$ cat config.mk
export PLATFORM = sky130hd
export DESIGN_NAME = rtu_slave_framer
export DESIGN_NICKNAME = d
export VERILOG_FILES = /design/src/rtl/rtu_pkg.sv /design/src/rtl/rtu_crc.sv /design/src/rtl/rtu_slave_framer.sv
export SDC_FILE = /design/constraint.sdc
export NUM_CORES = 1
export LEC_CHECK = 0
export BUFFER_PORTS_ARGS = -buffer_cell sky130_fd_sc_hd__buf_2
export CORE_MARGIN = 1
export CORE_UTILIZATION = 53
export CTS_BUF_LIST = sky130_fd_sc_hd__clkbuf_4
export CTS_CLUSTER_DIAMETER = 200
export DETAILED_ROUTE_END_ITERATION = 8
export PLACE_DENSITY = 0.7
export REMOVE_ABC_BUFFERS = 1
export SETUP_SLACK_MARGIN = 0.1
export SYNTH_ARGS = -nofsm -noshare
export SYNTH_HDL_FRONTEND = slang
export SYNTH_SLANG_ARGS = --single-unit
$ cat constraint.sdc
create_clock -name CLOCK -period 7.8 [get_ports CLOCK]
set_input_delay 1.17 -clock CLOCK [delete_from_list [all_inputs] [get_ports CLOCK]]
set_output_delay 1.17 -clock CLOCK [all_outputs]
set_load 0.02 [all_outputs]
$ cat src/rtl/rtu_pkg.sv
// package: constants for the rtu slave framer
package rtu_pkg;
   localparam int          CLK_HZ        = 40_000_000;
   localparam int          BAUD_DEFAULT  = 9600;
   localparam int          BITS_PER_CHAR = 11;
   // gaps in tenths of a character time
   localparam int          GAP_END_X10   = 35;
   localparam int          GAP_ABORT_X10 = 15;
   localparam logic [7:0]  ADDR_BCAST    = 8'h00;
   localparam logic [7:0]  ADDR_MAX      = 8'hF7;
   localparam logic [7:0]  CMD_READ      = 8'h03;
   localparam logic [7:0]  CMD_WRITE     = 8'h06;
   localparam logic [7:0]  EXC_FLAG      = 8'h80;
   localparam logic [7:0]  EXC_ILL_FUNC  = 8'h01;
   localparam logic [7:0]  EXC_ILL_DATA  = 8'h03;
   localparam logic [7:0]  EXC_DEV_FAIL  = 8'h04;
   localparam logic [15:0] READ_MAX      = 16'h000C;
   localparam logic [15:0] CRC_INIT      = 16'hFFFF;
   localparam logic [15:0] CRC_POLY      = 16'hA001;
   localparam logic [3:0]  REQ_LEN       = 4'h8;
   localparam int          BUF_DEPTH     = 8;
   localparam logic [31:0] TIMER_MAX     = 32'hFFFF_FFFF;
endpackage

$ cat src/rtl/rtu_crc.sv
// module: one-cycle byte update of the frame check register
`timescale 1ns/1ps
module rtu_crc
   import rtu_pkg::*;
(
   input  wire logic [15:0] crc_in,
   input  wire logic [7:0]  data,
   output logic      [15:0] crc_out
);
   // eight shift steps unrolled by the loop; data bits only, no framing bits
   always_comb begin
      logic [15:0] c;
      c = crc_in ^ {8'h00, data};
      for (int i = 0; i < 8; i++) begin
         c = c[0] ? ((c >> 1) ^ CRC_POLY) : (c >> 1);
      end
      crc_out = c;
   end
endmodule

$ cat src/rtl/rtu_slave_framer.sv
// module: modbus rtu slave frame handler, receive, check, decode and reply
`timescale 1ns/1ps
module rtu_slave_framer
   import rtu_pkg::*;
#(
   parameter int BAUD = BAUD_DEFAULT
)(
   input  wire logic        CLOCK,
   input  wire logic        RESETN,
   input  wire logic [7:0]  STATION_ADDR,
   input  wire logic        REPLY_COUNT_WIDTH_SELECT,
   input  wire logic [7:0]  RX_DATA,
   input  wire logic        RX_VALID,
   output logic      [7:0]  TX_DATA,
   output logic             TX_VALID,
   input  wire logic        TX_READY,
   output logic             TX_ENABLE,
   output logic             REQ_VALID,
   output logic             REQ_WRITE,
   output logic      [15:0] REQ_ADDR,
   output logic      [15:0] REQ_WDATA,
   input  wire logic        REQ_ACK,
   input  wire logic        REQ_FAIL,
   input  wire logic [15:0] REQ_RDATA,
   output logic             CHECK_ERROR
);
   // ------------------------------------------------------------
   // timing
   // ------------------------------------------------------------
   localparam int CHAR_CYC  = (CLK_HZ / BAUD) * BITS_PER_CHAR;
   localparam int END_CYC   = (CHAR_CYC * GAP_END_X10 + 9) / 10;   // least time, round up
   localparam int ABORT_CYC = (CHAR_CYC * GAP_ABORT_X10 + 9) / 10;

   typedef enum logic [2:0] {
      S_IDLE  = 3'b000,   // waiting for a 3.5 character silence
      S_RECV  = 3'b001,
      S_DONE  = 3'b010,   // frame closed, evaluate
      S_ACCES = 3'b011,   // parameter access in progress
      S_SEND  = 3'b100,
      S_GAP   = 3'b101    // hold silence before our reply
   } state_t;

   typedef struct packed {
      state_t      st;
      logic [31:0] idle;
      logic        synced;
      logic        broken;
      logic [3:0]  len;
      logic [7:0]  buf0, buf1, buf2, buf3, buf4, buf5, buf6, buf7;
      logic [15:0] crc;
      logic [4:0]  widx;      // word index during a read
      logic [5:0]  tidx;      // transmit byte index
      logic [15:0] tcrc;
      logic        exc;
      logic [7:0]  exc_code;
      logic [7:0]  tx_data;
      logic        tx_valid;
      logic        tx_en;
      logic        req_valid;
      logic        req_write;
      logic [15:0] req_addr;
      logic [15:0] req_wdata;
      logic        chk_err;
      logic        bcast;
   } regs_t;

   regs_t r, next_r;
   logic [7:0]  tx_next_byte;
   logic [15:0] crc_next;
   logic [15:0] tx_crc_next;
   logic [7:0]  tx_byte;

   // helpers
   function automatic logic [7:0] pick(input regs_t s, input logic [2:0] i);
      logic [7:0] v;
      v = 8'h00;
      unique case (i)
         3'd0: v = s.buf0;
         3'd1: v = s.buf1;
         3'd2: v = s.buf2;
         3'd3: v = s.buf3;
         3'd4: v = s.buf4;
         3'd5: v = s.buf5;
         3'd6: v = s.buf6;
         3'd7: v = s.buf7;
      endcase
      return v;
   endfunction

   // ------------------------------------------------------------
   // check generators: receive path and transmit path
   // ------------------------------------------------------------
   rtu_crc u_rx_crc (
      .crc_in  (r.crc),
      .data    (RX_DATA),
      .crc_out (crc_next)
   );
   rtu_crc u_tx_crc (
      .crc_in  (r.tcrc),
      .data    (tx_byte),
      .crc_out (tx_crc_next)
   );

   // read data storage: 12 words kept as byte pairs
   logic [15:0] words [0:11];
   always_ff @(posedge CLOCK or negedge RESETN) begin
      if (!RESETN) begin
         for (int i = 0; i < 12; i++) words[i] <= 16'h0000;
      end else if (r.st == S_ACCES && REQ_ACK && !r.req_write) begin
         words[r.widx[3:0]] <= REQ_RDATA;
      end
   end

   // ------------------------------------------------------------
   // reply byte selection
   // ------------------------------------------------------------
   logic [15:0] cnt_w;
   logic [5:0]  hdr_len, body_len;
   logic [15:0] byte_cnt;
   logic [5:0]  di;
   logic [15:0] wsel;
   always_comb begin
      cnt_w    = {r.buf4, r.buf5};
      byte_cnt = {cnt_w[14:0], 1'b0};
      hdr_len  = REPLY_COUNT_WIDTH_SELECT ? 6'd3 : 6'd4;
      if (r.exc)
         body_len = 6'd3;
      else if (r.buf1 == CMD_WRITE)
         body_len = 6'd6;
      else
         body_len = hdr_len + 6'(byte_cnt);
      di   = r.tidx - hdr_len;
      wsel = words[di[4:1]];
      tx_byte = 8'h00;
      if (r.exc) begin
         unique case (r.tidx)
            6'd0:    tx_byte = r.buf0;
            6'd1:    tx_byte = r.buf1 | EXC_FLAG;
            default: tx_byte = r.exc_code;
         endcase
      end else if (r.buf1 == CMD_WRITE) begin
         tx_byte = pick(r, r.tidx[2:0]);
      end else if (r.tidx == 6'd0) begin
         tx_byte = r.buf0;
      end else if (r.tidx == 6'd1) begin
         tx_byte = r.buf1;
      end else if (r.tidx == 6'd2) begin
         tx_byte = REPLY_COUNT_WIDTH_SELECT ? byte_cnt[7:0] : byte_cnt[15:8];
      end else if (r.tidx == 6'd3 && !REPLY_COUNT_WIDTH_SELECT) begin
         tx_byte = byte_cnt[7:0];
      end else begin
         tx_byte = di[0] ? wsel[7:0] : wsel[15:8];                 // high first
      end
   end

   // ------------------------------------------------------------
   // frame state
   // ------------------------------------------------------------
   logic addr_ok;
   always_comb begin
      next_r  = r;
      addr_ok = (r.buf0 == ADDR_BCAST) ||
                (r.buf0 == STATION_ADDR && STATION_ADDR <= ADDR_MAX);
      next_r.chk_err = 1'b0;
      if (r.idle != TIMER_MAX) next_r.idle = r.idle + 32'd1;
      if (RX_VALID) next_r.idle = 32'd0;
      unique case (r.st)
         // silence must exceed 3.5 characters before a frame is accepted
         S_IDLE: begin
            if (r.idle >= 32'(END_CYC)) next_r.synced = 1'b1;
            if (RX_VALID && r.synced) begin
               next_r.st     = S_RECV;
               next_r.crc    = crc_next;  // preset folded in below
               next_r.len    = 4'd1;
               next_r.buf0   = RX_DATA;
               next_r.broken = 1'b0;
            end else if (RX_VALID) begin
               next_r.synced = 1'b0;       // chatter restarts the silence wait
            end
         end
         S_RECV: begin
            if (RX_VALID) begin
               // bytes after 1.5 but before 3.5 spoil the frame
               if (r.idle >= 32'(ABORT_CYC)) next_r.broken = 1'b1;
               next_r.crc = crc_next;
               if (r.len != 4'hF) next_r.len = r.len + 4'd1;
               unique case (r.len)
                  4'd1: next_r.buf1 = RX_DATA;
                  4'd2: next_r.buf2 = RX_DATA;
                  4'd3: next_r.buf3 = RX_DATA;
                  4'd4: next_r.buf4 = RX_DATA;
                  4'd5: next_r.buf5 = RX_DATA;
                  4'd6: next_r.buf6 = RX_DATA;
                  4'd7: next_r.buf7 = RX_DATA;
                  default: ;
               endcase
            end else if (r.idle >= 32'(END_CYC)) begin
               next_r.st = S_DONE;
            end
         end
         // over the whole frame incl. check field a good frame leaves zero
         S_DONE: begin
            next_r.st     = S_IDLE;
            next_r.synced = 1'b1;
            next_r.bcast  = (r.buf0 == ADDR_BCAST);
            next_r.exc    = 1'b0;
            next_r.widx   = 5'd0;
            next_r.tidx   = 6'd0;
            next_r.tcrc   = CRC_INIT;
            if (r.len != REQ_LEN || r.broken || r.crc != 16'h0000) begin
               next_r.chk_err = addr_ok;
            end else if (addr_ok) begin
               if (r.buf1 != CMD_READ && r.buf1 != CMD_WRITE) begin
                  next_r.exc = 1'b1; next_r.exc_code = EXC_ILL_FUNC;
                  next_r.st  = (r.buf0 == ADDR_BCAST) ? S_IDLE : S_GAP;
               end else if (r.buf1 == CMD_READ &&
                            ({r.buf4, r.buf5} == 16'h0000 ||
                             {r.buf4, r.buf5} > READ_MAX)) begin
                  next_r.exc = 1'b1; next_r.exc_code = EXC_ILL_DATA;
                  next_r.st  = (r.buf0 == ADDR_BCAST) ? S_IDLE : S_GAP;
               end else begin
                  next_r.st        = S_ACCES;
                  next_r.req_valid = 1'b1;
                  next_r.req_write = (r.buf1 == CMD_WRITE);
                  next_r.req_addr  = {r.buf2, r.buf3};
                  next_r.req_wdata = {r.buf4, r.buf5};
               end
            end
         end
         S_ACCES: begin
            if (REQ_ACK) begin
               next_r.req_valid = 1'b0;
               if (REQ_FAIL) begin
                  next_r.exc = 1'b1; next_r.exc_code = EXC_DEV_FAIL;
                  next_r.st  = r.bcast ? S_IDLE : S_GAP;
               end else if (!r.req_write &&
                            r.widx + 5'd1 < 5'({r.buf4, r.buf5})) begin
                  next_r.widx      = r.widx + 5'd1;
                  next_r.req_addr  = r.req_addr + 16'd1;
                  next_r.req_valid = 1'b1;
               end else begin
                  next_r.st = r.bcast ? S_IDLE : S_GAP;
               end
            end
         end
         // keep a full 3.5 character silence before answering
         S_GAP: begin
            if (RX_VALID) begin
               next_r.st = S_IDLE; next_r.synced = 1'b0;           // line busy, drop reply
            end else if (r.idle >= 32'(END_CYC)) begin
               next_r.st       = S_SEND;
               next_r.tx_en    = 1'b1;
               next_r.tx_valid = 1'b1;
               next_r.tx_data  = tx_byte;
            end
         end
         S_SEND: begin
            if (TX_READY) begin
               next_r.tidx = r.tidx + 6'd1;
               if (r.tidx < body_len) next_r.tcrc = tx_crc_next;
               if (r.tidx + 6'd1 < body_len) begin
                  next_r.tx_data = tx_next_byte;
               end else if (r.tidx + 6'd1 == body_len) begin
                  next_r.tx_data = tx_crc_next[7:0];
               end else if (r.tidx == body_len) begin
                  next_r.tx_data = r.tcrc[15:8];
               end else begin
                  next_r.tx_valid = 1'b0;
                  next_r.tx_en    = 1'b0;
                  next_r.st       = S_IDLE;
                  next_r.synced   = 1'b0;
                  next_r.idle     = 32'd0;
               end
            end
         end
         default: next_r.st = S_IDLE;
      endcase
      // preset outside a frame, so the first byte of a frame already folds into FFFF
      if (r.st != S_RECV && next_r.st != S_RECV) next_r.crc = CRC_INIT;
   end

   // byte after the current one; tx_byte is indexed by r.tidx so re-evaluate
   always_comb begin
      logic [5:0]  n;
      logic [5:0]  dn;
      logic [15:0] wn;
      n  = r.tidx + 6'd1;
      dn = n - hdr_len;
      wn = words[dn[4:1]];
      tx_next_byte = 8'h00;
      if (r.exc)
         tx_next_byte = (n == 6'd1) ? (r.buf1 | EXC_FLAG) : r.exc_code;
      else if (r.buf1 == CMD_WRITE)
         tx_next_byte = pick(r, n[2:0]);
      else if (n == 6'd1)
         tx_next_byte = r.buf1;
      else if (n == 6'd2)
         tx_next_byte = REPLY_COUNT_WIDTH_SELECT ? byte_cnt[7:0] : byte_cnt[15:8];
      else if (n == 6'd3 && !REPLY_COUNT_WIDTH_SELECT)
         tx_next_byte = byte_cnt[7:0];
      else
         tx_next_byte = dn[0] ? wn[7:0] : wn[15:8];
   end

   // ------------------------------------------------------------
   // state register; reset presets both check registers
   // ------------------------------------------------------------
   always_ff @(posedge CLOCK or negedge RESETN) begin
      if (!RESETN) begin
         r     <= '0;
         r.crc <= CRC_INIT;
         r.tcrc <= CRC_INIT;
      end else begin
         r <= next_r;
      end
   end

   // outputs straight from flip-flops
   assign TX_DATA     = r.tx_data;
   assign TX_VALID    = r.tx_valid;
   assign TX_ENABLE   = r.tx_en;
   assign REQ_VALID   = r.req_valid;
   assign REQ_WRITE   = r.req_write;
   assign REQ_ADDR    = r.req_addr;
   assign REQ_WDATA   = r.req_wdata;
   assign CHECK_ERROR = r.chk_err;
endmodule

* After elaboration in Yosys (flattened, before gate mapping)
Cells that the tools add are included.
Widths: inputs -> output; s select.
** Word-level totals
- Logic and storage cells :: 323
- Output and inout bits :: 45
- Bits in registers :: 395
- Input port bits :: 39
** Operators by class
- $lt $le $gt $ge :: 11
- Reduce and logical (&&, ||, !) cells :: 52
- $add $sub $neg :: 8
- Equality and inequality tests :: 68
- Multiplexer cells :: 120
- Bitwise operators :: 24
** Operator list (number)
- $mux 16 :: 28
- $bwmux 192 :: 1
- $mux 36 :: 4
- $mux 8 :: 18
- $mux 34 :: 4
- $bmux 16 s4 :: 2
- $pmux 8 s8 :: 2
- $mux 32 :: 3
- $demux 16 s4 :: 1
- $pmux 16 s2 :: 2
- $mux 9 :: 6
- $not 2->3 :: 16
- $mux 3 :: 15
- $pmux 22 s2 :: 1
- $ne 2x2->1 const B :: 19
- $add 32x1->32 const B :: 1
- $ge 32x17->1 const B :: 1
- $ge 32x18->1 const B :: 1
- $ne 32x32->1 const B :: 1
- $xor 16x8->16 :: 2
- $eq 3x3->1 const B :: 10
- $mux 10 :: 3
- $reduce_and 3->1 :: 10
- $eq 6x2->1 const B :: 4
- other kinds (61) :: 128

* Longest topological paths before layout
Gate-level depths: netlist (run 1).
- Depth after elaboration :: 34
- Depth in mapped cells :: 20
- Depth with buffers taken out :: 18

* Modules after synthesis
Synthesis (run 1) repeated with hierarchy kept, for this count alone.
** Unflattened totals
- Cells, all modules :: 2097
- Area total of the unflattened synthesis :: 23163.5 µm²
** Modules (own cells, without submodules)
- rtu_slave_framer :: area an instance 22660.5 µm², cells each 2045, times used 1, seq. area each 9774.4 µm²
- rtu_crc :: area an instance 251.5 µm², cells each 26, times used 2, seq. area each 0.0 µm²

* Least setup slack after synthesis (run 1)
Ideal clock, no wire load.
- Kind :: reg2reg
- Start point :: reg r[73] in the netlist's numbering
- End point :: reg r, in the netlist TX_DATA[6]
- Data arrival time :: 5.635 ns
- Library setup time :: 0.126 ns
- Setup slack :: 2.040 ns
- Data required time :: 7.674 ns
- Cell stages (with the launch flop) :: 19
- Cells stage by stage :: dfrtp_1 -> buf_2 -> buf_1 -> buf_1 -> inv_1 -> ha_1 -> clkinv_1 -> ha_1 -> xnor2_1 -> clkbuf_1 -> clkbuf_1 -> buf_2 -> mux4_2 -> mux2_2 -> a222oi_1 -> a21oi_1 -> o211a_1 -> o21ai_0 -> a21oi_1
** Between the ends
- Word-level cells in the longest chain between the ends :: 25
- Elaborated cells on any way between the ends :: 73
- Classes of those cells :: 3 x add/sub; 1 x order compare; 23 x eq/ne; 37 x mux; 3 x bitwise; 6 x reduce/logical
** Ends and longest elaborated chain
- start: declaration :: line rtu_slave_framer.sv:67 : regs_t r, next_r;
- start signal: assignment :: line rtu_slave_framer.sv:314 : r <= next_r;
- $sub 5x3->5 :: line rtu_slave_framer.sv:132 : di = r.tidx - hdr_len;
- $not 4->5 (implied by the code) :: line rtu_slave_framer.sv:133 : wsel = words[di[4:1]];
- $bmux 16 s4 :: line rtu_slave_framer.sv:133
- $mux 16 (implied by the code) (2 in series) :: line rtu_slave_framer.sv:133
- $mux 8 :: line rtu_slave_framer.sv:152 : tx_byte = di[0] ? wsel[7:0] : wsel[15:8];
- $mux 8 :: line rtu_slave_framer.sv:149 : end else if (r.tidx == 6'd3 && !REPLY_COUNT_WIDTH_SELECT) begin
- $mux 8 :: line rtu_slave_framer.sv:147 : end else if (r.tidx == 6'd2) begin
- $mux 8 :: line rtu_slave_framer.sv:145 : end else if (r.tidx == 6'd1) begin
- $mux 8 :: line rtu_slave_framer.sv:143 : end else if (r.tidx == 6'd0) begin
- $mux 8 :: line rtu_slave_framer.sv:141 : end else if (r.buf1 == CMD_WRITE) begin
- $mux 8 :: line rtu_slave_framer.sv:135 : if (r.exc) begin
- $xor 16x8->16 :: line rtu_crc.sv:13 : c = crc_in ^ {8'h00, data};
- $mux 16 (8 in series) :: line rtu_crc.sv:15 : c = c[0] ? ((c >> 1) ^ CRC_POLY) : (c >> 1);
- $mux 8 :: line rtu_slave_framer.sv:263 : end else if (r.tidx + 6'd1 == body_len) begin
- $mux 8 :: line rtu_slave_framer.sv:261 : if (r.tidx + 6'd1 < body_len) begin
- $mux 10 :: line rtu_slave_framer.sv:258 : if (TX_READY) begin
- $pmux 10 s2 :: line rtu_slave_framer.sv:167 : unique case (r.st)
Parallel ways exist; a longest one is shown, timed or not. The select of a mux whose other input is x is not followed.
A chain may end at the register's enable or synchronous reset.

* Worst setup path after layout (run 1)
- Start point :: reg r[71] in the netlist's numbering
- End point :: reg r, in the netlist TX_DATA[1]
** Between the ends
- Word-level cells in the longest chain between the ends :: 15
- Elaborated cells on any way between the ends :: 64
- Classes of those cells :: 3 x add/sub; 1 x order compare; 23 x eq/ne; 29 x mux; 2 x bitwise; 6 x reduce/logical
** Ends and longest elaborated chain (line)
- $add 6x1->6 / $sub 5x3->5 (equally long branches)
- $sub 5x3->5 / $not 4->5 (equally long branches) :: rtu_slave_framer.sv:288, rtu_slave_framer.sv:133
- $not 4->5 (implied by the code) / $bmux 16 s4 (equally long branches) :: rtu_slave_framer.sv:289, rtu_slave_framer.sv:133
- $bmux 16 s4 / $mux 16 (equally long branches) :: rtu_slave_framer.sv:289, rtu_slave_framer.sv:133
- $mux 16, on equally long branches :: rtu_slave_framer.sv:289, rtu_slave_framer.sv:133
- $mux 16 (implied by the code) / $mux 8 (equally long branches) :: rtu_slave_framer.sv:289, rtu_slave_framer.sv:152
- $mux 8, on equally long branches :: rtu_slave_framer.sv:302, rtu_slave_framer.sv:149
- $mux 8, on equally long branches :: rtu_slave_framer.sv:299, rtu_slave_framer.sv:147
- $mux 8, on equally long branches :: rtu_slave_framer.sv:297, rtu_slave_framer.sv:145
- $mux 8, on equally long branches :: rtu_slave_framer.sv:295, rtu_slave_framer.sv:143
- $mux 8, on equally long branches :: rtu_slave_framer.sv:293, rtu_slave_framer.sv:141
- $mux 8, on equally long branches :: rtu_slave_framer.sv:291, rtu_slave_framer.sv:135
- $mux 8 / $mux 10 (equally long branches) :: rtu_slave_framer.sv:261, rtu_slave_framer.sv:250
- $mux 10, on equally long branches :: rtu_slave_framer.sv:258, rtu_slave_framer.sv:248
- $pmux 10 s2 :: rtu_slave_framer.sv:167
Parallel ways exist; a longest one is shown, timed or not. The select of a mux whose other input is x is not followed.

==> summary.txt, run 1 <==
Outcome
  – Status: complete, no violations

Clock network
  – CTS tree: yes
  – H-tree depth: 3
  – Post-CTS Setup Inserts: 0
  – Clk root buf: clkbuf_4
  – Clock slew at reported path FFs: about 0.080 ns
  – TritonCTS Buffers: approximately 100
  – Cts repair resizes: 0
  – CTS Buffer Depth: 3
  – CTS Hold Bufs: 0
  – CTS sink cnt: between 300 and 400
  – Worst skew pair latency: slightly above 0.9 ns

Setup path
  – Critical path peak fanout: 23
  – Cell Chain, Critical Path: ha_1, ha_1, clkinv_1, buf_4, ha_1, a21oi_1, nand2_1, xnor2_1, buf_4, mux4_2, a221oi_1, nor3_1, a21oi_1, o21ai_0, a221o_1, o21ai_0, o21ai_0
  – Worst EP arrival: 6.71 ns
  – CP Buf/Inv Count: 3
  – Crit path launch type: register
  – Worst path required time: ~8.5 ns
  – Worst Setup End Kind: register
  – WS Path Type: register to register
  – Worst path max stage delay: approximately 0.90 ns
  – Slowest library cell on the worst path: ha_1
  – CP delay by family, top: adder cells

Final layout
  – Syn-to-layout area delta: 8.915%
  – Commonest non-fill, non-tap cell in the layout: dfrtp_1
  – Layout Nets: between 2,000 and 2,500
  – Non-filler cells, final: a little under 3,000
  – Most frequent cells in the layout: dfrtp_1 (357), mux2_2 (291), nand2_1 (216)
  – Ratio of cells with drive above 1 in the final layout: a little under a third
  – FILL cells: approximately 3,700
  – Fin area: between 20,000 and 30,000 um^2
  – Fin util: between 50 and 60%

Global route
  – Total grt overflow: 0
  – First-pass GRT wire length: between 100,000 and 150,000 um
  – GRT Overall Usage: between 30% and 40%
  – Largest net degree at the start of global routing: 170
  – Vias in the first global route: about 19,000
  – Initial antenna violation count: 5

Floorplan
  – Die footprint: roughly 45,000 um^2
  – Row cnt: 76
  – Die span in x: between 200 and 250 um
  – Core area: about 43,000 um^2
  – I/O Pins: 84
  – Die span in y: 211.9 um
  – Initial Util: 53.98%

STA
  – Clock Skew: just over 0.08 ns
  – Final hold slack: around 0.23 ns
  – Slew Viols, Final: 0
  – Hold Fails Final Rpt: 0
  – Final period util: between 70% and 80%
  – Min cycle time layout: between 6 and 7 ns
  – Setup tns final: 0 ns
  – Count of final setup violators: 0
  – RSZ-0062 raised after global routing: no
  – Final setup margin: about 1.8 ns
  – Slew at the pin closest to its max-slew limit: ~1.4 ns
  – Fmax: between 150 and 200 MHz
  – Max transition margin: between 6 and 7%

Placement
  – Port buffer count: slightly above 80
  – Pre-CTS setup slack: between 1 and 1.5 ns
  – Cell area after placement: approximately 24,000 um^2
  – Placed Instances: 2,725
  – Final GP Congestion: around 1.0
  – Dpl hpwl: about 50,000 um

Job
  – Total of max-cap violations: 0

Drt
  – Antenna viol nets, final: 0
  – Pre-antenna DRT Iters: 6
  – DRC viols: 0
  – Wire per inst: 24.79 um
  – Vias per Instance: around 6.4
  – DR vias: about 19,000
  – Routed WL: around 72,000 um
  – Drt initial violations: 1,712

Synth
  – Async SR Flop Fraction: 100.0%
  – Top_reg_cell synth: dfrtp_1
  – Sequential-to-total area share from yosys stat: between 40% and 50%
  – Post-Synthesis Cells: roughly 2,200
  – Synthesized flop and latch total: ~390
  – Ys Warns: 0
  – Avg Cell Area, Syn: around 11 um^2
  – Distinct cells, synth: 86
  – Synth Cell Area: roughly 23,000 um^2
  – EDFF count, synth: 0

Power
  – Pwr dens: between 300 and 400 nW/um^2
  – Peak supply drop: around 0.21 mV
  – Leak: about 11 nW
  – Design Power: just over 8 mW

Worst hold path
  – Worst Hold Class: input port to async pin
[worst paths after layout]
kind | cells after the start | endpoint | slack, ns | startpoint
max in group asynchronous | 2 | words[10]$_DFFE_PN0P_ | 6.13 | RESETN
worst max-delay path | 17 | TX_DATA[1]$_DFFE_PN0P_ | 1.79 | r[71]$_DFFE_PN0P_
min in group CLOCK | 2 | r[56]$_DFFE_PN1P_ | 0.46 | r[64]$_DFFE_PN1P_
worst max register to register | 17 | TX_DATA[1]$_DFFE_PN0P_ | 1.79 | r[71]$_DFFE_PN0P_
worst min register to register | 2 | r[56]$_DFFE_PN1P_ | 0.46 | r[64]$_DFFE_PN1P_
worst min-delay path | 1 | r[71]$_DFFE_PN0P_ | 0.23 | RESETN
[registers in the layout (all words and copies together) (netlist names), 8 cells and up]
name	cells
REQ_ADDR	16
words	192
REQ_WDATA	16
byte_cnt	15
r	137
TX_DATA	8
[worst register-to-register path: cells and delay by family (launching register included)]
family | cells | cell delay [ns]
DFF | 1 | 0.50
adders and majority gates | 3 | 1.65
muxes | 1 | 0.52
and+or+nand+nor | 2 | 0.21
xor gates and xnor gates | 1 | 0.66
AOI/OAI and AO/OA | 7 | 1.56
buffers and inverters | 3 | 0.70
[synth_stat cells (14+ instances only)]
cell	n	area share, %
dfrtp_1	357	38
mux2_2	291	14
nand2_1	216	3.5
nor2_1	143	2.3
clkbuf_1	121	1.9
o21ai_0	112	2.4
a21oi_1	94	2.0
nand3_1	68	1.5
mux4_2	67	6.5
xnor2_1	50	1.9
mux2i_1	44	1.9
buf_4	41	1.3
ha_1	41	2.2
nor3_1	40	0.86
xor2_1	39	1.5
inv_1	36	0.58
dfstp_2	32	3.6
nor4_1	26	0.70
a221oi_1	24	0.90
nand4_1	24	0.64
a32oi_1	23	0.86
a22oi_1	20	0.64
and2_1	18	0.48
a31oi_1	17	0.46
a222oi_1	16	0.69
and3_1	14	0.38
[layer usage]
| layer | global-route usage, % | routed length [um] | vias up | part of all wire, % |
|---|---|---|---|---|
| met5 | 0 | 27 | - | 0.037 |
| met4 | 17.99 | 3946 | 4 | 5.4 |
| met3 | 6.883 | 5344 | 244 | 7.4 |
| met2 | 54.52 | 35200 | 921 | 49 |
| met1 | 40.87 | 27960 | 9398 | 39 |
| li1 | - | - | 8265 | - |
[logic make-up after synthesis]
| kind of cell | count (synthesis) | share of synthesized area, % |
|---|---|---|
| AOI/OAI and AO/OA | 422 | 12.36 |
| xor gates and xnor gates | 93 | 3.675 |
| muxes | 402 | 22.38 |
| DFF | 389 | 41.85 |
| and+or+nand+nor | 623 | 12.56 |
| adders and majority gates | 44 | 2.454 |
| buffers and inverters | 234 | 4.715 |
[power by group]
part	leakage [nW]	switching [mW]	internal, mW	total (mW)
Combinational	5.41	1.95	1.44	3.39
Clock	0.839	0.889	1.03	1.92
Sequential	5.17	0.552	2.36	2.92
[area by class of cell]
type                            count  area [um^2]  share of cell area [%]
Antenna cell                        6        15.01                 0.05903
Inverter                           39        146.4                  0.5755
Timing Repair Buffer              128        800.8                   3.148
Sequential cell                   389         9774                   38.43
Tap cell                          585        732.0                   2.878
Multi-Input combinational cell   1584        12560                   49.37
Clock buffer                      159         1194                   4.693
Clock inverter                     33        215.2                  0.8461
Note: power is estimated with default switching activity, not from simulation.
==> inputs of run 2 (changes only) <==
==> constraint.sdc (replaced) <==
create_clock -name CLOCK -period 6.3 [get_ports CLOCK]
set_input_delay 0.945 -clock CLOCK [delete_from_list [all_inputs] [get_ports CLOCK]]
set_output_delay 0.945 -clock CLOCK [all_outputs]
set_load 0.02 [all_outputs]
==> summary.txt, run 2 (synthesis gave the netlist of run 1 again) <==
Floorplan
  – I/O Pins: 84 (unchanged)
  – Initial Util: 53.98% (unchanged)
  – Die footprint: 44,910 um^2 (unchanged)
  – Core area: 43,270 um^2 (unchanged)
  – Row cnt: 76 (unchanged)
  – Die span in y: 211.9 um (unchanged)
  – Die span in x: 211.9 um (unchanged)

Setup path
  – Worst R2R Path Depth: 16 (was 17)
  – Worst path required time: 7.09 ns (was 8.51 ns)
  – Reg2reg start: r[71]$_DFFE_PN0P_ (unchanged)
  – Worst path max stage delay: 0.56 ns (was 0.90 ns)
  – Cell Chain, Critical Path: inv_1, ha_1, fa_1, xnor2_4, buf_4, mux4_2, mux2i_1, mux2_2, o211ai_1, a21oi_1, xnor2_1, xnor2_1, xnor3_2, xnor3_1, and3b_1, o21ai_2 (was ha_1, ha_1, clkinv_1, buf_4, ha_1, a21oi_1, nand2_1, xnor2_1, buf_4, mux4_2, a221oi_1, nor3_1, a21oi_1, o21ai_0, a221o_1, o21ai_0, o21ai_0)
  – CP most frequent cell: xnor2_1
  – WS Path Type: register to register (unchanged)
  – Reg-to-reg slack, setup: 0.82 ns (was 1.79 ns)
  – Worst EP arrival: 6.26 ns (was 6.71 ns)
  – Worst Setup End Kind: register (unchanged)
  – Critical path peak fanout: 29 (was 23)
  – RR Endpoint: TX_DATA[0]$_DFFE_PN0P_ (was TX_DATA[1]$_DFFE_PN0P_)
  – CP Buf/Inv Count: 2 (was 3)
  – CP delay by family, top: XOR/XNOR gates (was adder cells)
  – Crit path launch type: register (unchanged)
  – Critical Path Stages: 16 (was 17)
  – Slowest library cell on the worst path: fa_1 (was ha_1)

Clock network
  – TritonCTS Buffers: 105 (was 104)
  – CTS sink cnt: 389 (unchanged)
  – Clock slew at reported path FFs: 0.06 ns (was 0.08 ns)
  – CTS Hold Bufs: 0 (unchanged)
  – Clk root buf: clkbuf_4 (unchanged)
  – CTS tree: yes (unchanged)
  – Cts repair resizes: 0 (unchanged)
  – CTS Buffer Depth: 3 (unchanged)
  – H-tree depth: 3 (unchanged)
  – Post-CTS Setup Inserts: 0 (unchanged)
  – Worst skew pair latency: 0.89 ns (was 0.92 ns)

Drt
  – Drt initial violations: 2,044 (was 1,712)
  – DRC viols: 0 (unchanged)
  – Vias per Instance: 6.468 (was 6.443)
  – Pre-antenna DRT Iters: 7 (was 6)
  – Wire per inst: 24.97 um (was 24.79 um)
  – Antenna viol nets, final: 0 (unchanged)
  – DR vias: 18,980 (was 18,830)
  – Routed WL: 73,270 um (was 72,470 um)

Final layout
  – Ratio of cells with drive above 1 in the final layout: 31.09% (was 31.17%)
  – Most frequent cells in the layout: dfrtp_1 (357), mux2_2 (291), nand2_1 (216) (unchanged)
  – Layout Nets: 2,342 (was 2,329)
  – FILL cells: 3,699 (was 3,698)
  – Multi-input combinational cell area: 12,550 um^2 (was 12,560 um^2)
  – Most flops, register: words (unchanged)
  – Max reg flops: 192 (unchanged)
  – Biggest regs: words (192), r (137) (unchanged)
  – Syn-to-layout area delta: 8.958% (was 8.915%)
  – Fin util: 58.81% (was 58.79%)
  – Sequential cell area: 9774 um^2 (unchanged)
  – Commonest non-fill, non-tap cell in the layout: dfrtp_1 (unchanged)

STA
  – Slew at the pin closest to its max-slew limit: 1.287 ns (was 1.368 ns)
  – Clock Skew: 0.06618 ns (was 0.08201 ns)
  – Max transition margin: 14.11% (was 6.423%)
  – Min cycle time layout: 5.476 ns (was 6.007 ns)
  – Slew Viols, Final: 0 (unchanged)
  – Fmax: 182.6 MHz (was 166.5 MHz)
  – Hold Fails Final Rpt: 0 (unchanged)
  – Count of final setup violators: 0 (unchanged)
  – Final period util: 86.92% (was 77.01%)
  – RSZ-0062 raised after global routing: no (unchanged)
  – Final setup margin: 0.8242 ns (was 1.793 ns)

Power
  – Pwr dens: 398.0 nW/um^2 (was 323.3 nW/um^2)
  – Comb power frac: 42.2% (was 41.2%)
  – Sequential power share: 35.5% (about the same)
  – Sw frac: 41.73% (was 41.26%)
  – Switching power: 4.227 mW (was 3.393 mW)
  – Leak: 11.43 nW (was 11.41 nW)
  – Int Pwr: 5.902 mW (was 4.830 mW)
  – Peak supply drop: 0.2556 mV (was 0.2128 mV)
  – Clock power share: 22.3% (was 23.3%)

Job
  – Total of max-cap violations: 0 (unchanged)

Global route
  – GRT Overall Usage: 33.26% (was 33.15%)
  – Total grt overflow: 0 (unchanged)
  – First-pass GRT wire length: 112,400 um (was 112,200 um)
  – Initial antenna violation count: 2 (was 5)
  – Vias in the first global route: 18,850 (was 18,960)
  – Largest net degree at the start of global routing: 156 (was 170)

Placement
  – Dpl hpwl: 50,480 um (was 49,770 um)
  – Port buffer count: 83 (unchanged)
  – Final GP Congestion: 1.001 (was 1.016)
  – Pre-CTS setup slack: 0.5825 ns (was 1.500 ns)

Outcome
  – Status: complete, no violations (unchanged)

Worst hold path
  – Worst Hold Class: input port to async pin (unchanged)
## run 2: cell count changes in the layout (fill, tap and decap cells not counted), moves of 2 or more
cell       change
clkinv_2       -4
clkbuf_4       -5
diode_2        -2
buf_4         +12
inv_2          +2
clkinv_1      +10
bufinv_16      -2
## run 2: final cells by class
| cell class | instances | area share, % |
|---|---|---|
| Antenna cell | 4 | 0.03934 |
| Clock buffer | 154 | 4.543 |
| Clock inverter | 39 | 0.7130 |
| Inverter | 39 | 0.5753 |
| Multi-Input combinational cell | 1584 | 49.34 |
| Sequential cell | 389 | 38.41 |
| Tap cell | 585 | 2.877 |
| Timing Repair Buffer | 140 | 3.501 |
## run 2: how the worst max path moves through the flow
stage | slack, ns | startpoint | to
floorplan | -1.32 | r[73]$_DFFE_PN0P_ | TX_DATA[7]$_DFFE_PN0P_
global placement | 0.62 | REPLY_COUNT_WIDTH_SELECT | TX_DATA[0]$_DFFE_PN0P_
detailed placement | 0.58 | REPLY_COUNT_WIDTH_SELECT | TX_DATA[0]$_DFFE_PN0P_
CTS | 0.89 | r[71]$_DFFE_PN0P_ | TX_DATA[0]$_DFFE_PN0P_
global route | 0.52 | r[71]$_DFFE_PN0P_ | TX_DATA[0]$_DFFE_PN0P_
finish | 0.82 | r[71]$_DFFE_PN0P_ | TX_DATA[0]$_DFFE_PN0P_
## run 2: metrics by stage
stage	instances	total power, mW	hold slack, ns	TNS, ns	cell area (um^2)
4_1_cts	2930	10.10	0.07760	0	25440
2_1_floorplan	2012	6.304	0.4636	-19.29	22400
3_3_place_gp	2737	7.730	0.4700	0	24100
3_5_place_dp	2737	7.796	0.4752	0	24100
5_1_grt	2934	10.65	0.1152	0	25450
6_report	2934	10.13	0.08930	0	25450
## run 2: worst register-to-register path: stages (launching register included)
cell      delay [ns]
dfrtp_1         0.53
inv_1           0.21
ha_1            0.25
fa_1            0.56
xnor2_4         0.49
buf_4           0.45
mux4_2          0.57
mux2i_1         0.14
mux2_2          0.17
o211ai_1        0.15
a21oi_1         0.31
xnor2_1         0.22
xnor2_1         0.18
xnor3_2         0.50
xnor3_1         0.37
and3b_1         0.18
o21ai_2         0.10
## run 2: power by group through the flow
stage                     Combinational, mW  Clock (mW)  Sequential [mW]
after global placement                 4.13           0             3.60
after detailed placement               4.19           0             3.60
after global routing                   4.58        2.45             3.62
after floorplan                        2.98           0             3.32
final                                  4.27        2.25             3.60
after CTS                              4.22        2.32             3.56
## run 2: routing by layer
metal | wire [um] | GRT usage (%)
met5 | 0 | 0
met4 | 4049 | 17.94
met3 | 5675 | 7.180
met2 | 34890 | 54.10
met1 | 28660 | 41.37
==> inputs of run 3 (changes only) <==
--- a/config.mk
+++ b/config.mk
@@ -5,6 +5,7 @@
 export SDC_FILE = /design/constraint.sdc
 export NUM_CORES = 1
 export LEC_CHECK = 0
+export ABC_AREA = 1
 export BUFFER_PORTS_ARGS = -buffer_cell sky130_fd_sc_hd__buf_2
 export CORE_MARGIN = 1
 export CORE_UTILIZATION = 53
==> summary.txt, run 3 <==
Setup path
  – Reg-to-reg slack, setup: 1.22 ns (was 0.82 ns)
  – Crit path launch type: register (unchanged)
  – WS Path Type: register to register (unchanged)
  – Critical path peak fanout: 65 (was 29)
  – Worst Setup End Kind: register (unchanged)
  – Worst path required time: 7.02 ns (was 7.09 ns)
  – Worst R2R Path Depth: 21 (was 16)
  – Worst EP arrival: 5.80 ns (was 6.26 ns)

Drt
  – Wire per inst: 20.01 um (was 24.97 um)
  – Antenna viol nets, final: 0 (unchanged)
  – Uppermost layer routed: met4 (unchanged)
  – DRC viols: 0 (unchanged)
  – Pre-antenna DRT Iters: 6 (was 7)
  – Routed WL: 79,310 um (was 73,270 um)
  – Drt initial violations: 2,827 (was 2,044)
  – Met3 routed WL: 7431 um (was 5675 um)
  – Met1 Wirelength: 35,030 um (was 28,660 um)
  – Met2 wire len: 34,370 um (was 34,890 um)
  – Vias per Instance: 5.927 (was 6.468)
  – DR vias: 23,490 (was 18,980)

Clock network
  – CTS tree: yes (unchanged)
  – Worst skew pair latency: 0.89 ns (about the same)
  – TritonCTS Buffers: 103 (was 105)
  – CTS Hold Bufs: 0 (unchanged)
  – Post-CTS Setup Inserts: 0 (unchanged)
  – CTS sink cnt: 389 (unchanged)
  – CTS Buffer Depth: 3 (unchanged)
  – Clk root buf: clkbuf_4 (unchanged)
  – H-tree depth: 3 (unchanged)
  – Cts repair resizes: 0 (unchanged)
  – Clock slew at reported path FFs: 0.07 ns (was 0.06 ns)

Global route
  – Vias in the first global route: 22,290 (was 18,850)
  – Total grt overflow: 0 (unchanged)
  – First-pass GRT wire length: 125,400 um (was 112,400 um)
  – Largest net degree at the start of global routing: 171 (was 156)
  – GRT Overall Usage: 34.72% (was 33.26%)
  – Initial antenna violation count: 2 (unchanged)

STA
  – Slew at the pin closest to its max-slew limit: 1.292 ns (was 1.287 ns)
  – RSZ-0062 raised after global routing: no (unchanged)
  – Count of final setup violators: 0 (unchanged)
  – Final period util: 80.60% (was 86.92%)
  – Hold Fails Final Rpt: 0 (unchanged)
  – Final setup margin: 1.222 ns (was 0.8242 ns)
  – Max transition margin: 13.22% (was 14.11%)
  – Min cycle time layout: 5.078 ns (was 5.476 ns)
  – Fmax: 196.9 MHz (was 182.6 MHz)
  – Slew Viols, Final: 0 (unchanged)
  – Clock Skew: 0.05437 ns (was 0.06618 ns)

Synth
  – Share of the synthesized area in the top cell type: 37.49% (was 38.25%)
  – Synth Cell Area: 23,830 um^2 (was 23,350 um^2)
  – Ys Warns: 0 (unchanged)
  – EDFF count, synth: 0 (unchanged)
  – Top cells by area, synth: dfrtp_1 (37%), nand2_1 (13%), o21ai_0 (11%), inv_1 (4.8%), dfstp_2 (3.5%) (was dfrtp_1 (38%), mux2_2 (14%), mux4_2 (6.5%), dfstp_2 (3.6%), nand2_1 (3.5%))
  – Top_reg_cell synth: dfrtp_1 (unchanged)
  – Complex-gate fraction of the synthesized area: 20.30% (was 12.36%)
  – Synth cell count leaders: nand2_1 (843), o21ai_0 (546), dfrtp_1 (357) (was dfrtp_1 (357), mux2_2 (291), nand2_1 (216))
  – Post-synthesis xor/xnor area fraction: 1.911% (was 3.675%)
  – Largest family of logic cells by synthesized area: simple AND/OR/NAND/NOR gates (was multiplexers)
  – Avg Cell Area, Syn: 7.279 um^2 (was 10.58 um^2)
  – Post-synthesis simple-gate area fraction: 24.54% (was 12.56%)
  – Synthesized flop and latch total: 389 (unchanged)
  – Post-synthesis adder-cell area fraction: 2.405% (was 2.454%)
  – Distinct cells, synth: 64 (was 86)
  – Async SR Flop Fraction: 100.0% (unchanged)
  – Cell taking the most area after synthesis: dfrtp_1 (unchanged)
  – Mux contribution to synthesized area: 0.04200% (was 22.38%)
  – Count leader, synth: nand2_1 (was dfrtp_1)
  – Sequential-to-total area share from yosys stat: 41.02% (was 41.85%)
  – Post-Synthesis Cells: 3,274 (was 2,207)

Floorplan
  – Initial Util: 53.77% (was 53.98%)
  – I/O Pins: 84 (unchanged)
  – Die span in y: 214.0 um (was 211.9 um)
  – Die footprint: 45,820 um^2 (was 44,910 um^2)
  – Row cnt: 77 (was 76)
  – Core area: 44,320 um^2 (was 43,270 um^2)
  – Die span in x: 214.0 um (was 211.9 um)

Final layout
  – Commonest non-fill, non-tap cell in the layout: nand2_1 (was dfrtp_1)
  – Most frequent cells in the layout: nand2_1 (842), o21ai_0 (546), dfrtp_1 (357) (was dfrtp_1 (357), mux2_2 (291), nand2_1 (216))
  – Max reg flops: 192 (unchanged)
  – Syn-to-layout area delta: 7.471% (was 8.958%)
  – Layout Nets: 3,370 (was 2,342)
  – Most flops, register: words (unchanged)
  – Biggest regs: words (192), r (137) (unchanged)
  – Ratio of cells with drive above 1 in the final layout: 11.35% (was 31.09%)
  – Non-filler cells, final: 3,963 (was 2,934)

Placement
  – Final GP Congestion: 1.003 (was 1.001)
  – Placed Instances: 3,774 (was 2,737)
  – Port buffer count: 83 (unchanged)
  – Pre-CTS setup slack: 0.9124 ns (was 0.5825 ns)
  – Dpl hpwl: 54,360 um (was 50,480 um)

Outcome
  – Status: complete, no violations (unchanged)

Power
  – Pwr dens: 540.8 nW/um^2 (was 398.0 nW/um^2)
  – Leak: 11.70 nW (was 11.43 nW)
  – Peak supply drop: 0.5963 mV (was 0.2556 mV)

Worst hold path
  – Worst Hold Class: input port to async pin (unchanged)

Job
  – Total of max-cap violations: 0 (unchanged)
-- run 3: cell types whose count changed in the layout (fill, tap and decap cells not counted), sizes merged, moves of 43 or more --
cell / previous run / this run
nand2: 216 / 860
o21ai: 115 / 560
mux2: 291 / 0
inv: 40 / 318
nand3: 68 / 168
nor2: 144 / 231
mux4: 67 / 0
mux2i: 44 / 1
-- run 3: where the power goes --
group	total (mW)	internal (mW)	switching [mW]
clock	2.32	1.22	1.09
combinational	7.98	2.29	5.69
sequential	3.55	3.01	0.540
-- run 3: critical path, cell delays in order, from the launching register on --
cell,delay (ns)
dfrtp_1,0.46
ha_1,0.33
ha_1,0.51
inv_1,0.15
ha_1,0.34
inv_1,0.05
or2_2,0.29
nand2_2,0.08
buf_4,0.61
nand3_1,0.18
o211ai_1,0.17
nand2_1,0.13
nand2_1,0.09
a21oi_1,0.06
o21ai_0,0.44
o21ai_0,0.16
o21ai_0,0.18
o21ai_0,0.18
o221ai_1,0.12
nand3_1,0.11
o211ai_1,0.12
a21oi_1,0.10
-- run 3: final cells by class --
type | instances | area (um^2)
fillers | 4261 | 18710
inverters | 321 | 1207
flip-flops and latches | 389 | 9774
diodes | 6 | 15.01
well taps | 592 | 740.7
clock buffers | 159 | 1194
multi-input cells | 2346 | 11740
repair buffers | 126 | 785.8
clock inverters | 24 | 152.6
-- run 3: kinds of logic after synthesis --
kind of cell,count (synthesis)
muxes,1
AOI/OAI and AO/OA,865
buffers and inverters,539
and+or+nand+nor,1384
xor gates and xnor gates,52
DFF,389
adders and majority gates,44
-- run 3: final timing paths --
kind | end | from
max reg2reg | TX_DATA[1]$_DFFE_PN0P_ | r[71]$_DFFE_PN0P_
min reg2reg | REQ_WDATA[14]$_DFFE_PN0P_ | REQ_WDATA[14]$_DFFE_PN0P_
max in group asynchronous | r[192]$_DFF_PN0_ | RESETN
min in group CLOCK | r[156]$_DFFE_PN0P_ | RX_DATA[2]
max | TX_DATA[1]$_DFFE_PN0P_ | r[71]$_DFFE_PN0P_
min | words[5]$_DFFE_PN0P_ | RESETN
-- run 3: layer usage --
metal  vias up  global-route usage (%)
met5         -                       0
met4         0                   12.40
met3       191                   7.021
met2      1175                   51.86
met1     11120                   49.94
li1      11000                       -
-- run 3: per-stage QoR --
step	util, %	TNS (ns)	power, mW	hold slack [ns]	instance area (um^2)
2_1_floorplan	-	-0.03785	8.487	0.4530	22710
3_3_place_gp	54.72	0	11.16	0.4618	24250
3_5_place_dp	54.72	0	11.30	0.4681	24250
4_1_cts	57.76	0	13.66	0.04751	25600
5_1_grt	57.78	0	14.81	0.03783	25610
6_report	57.79	0	13.85	0.02795	25610
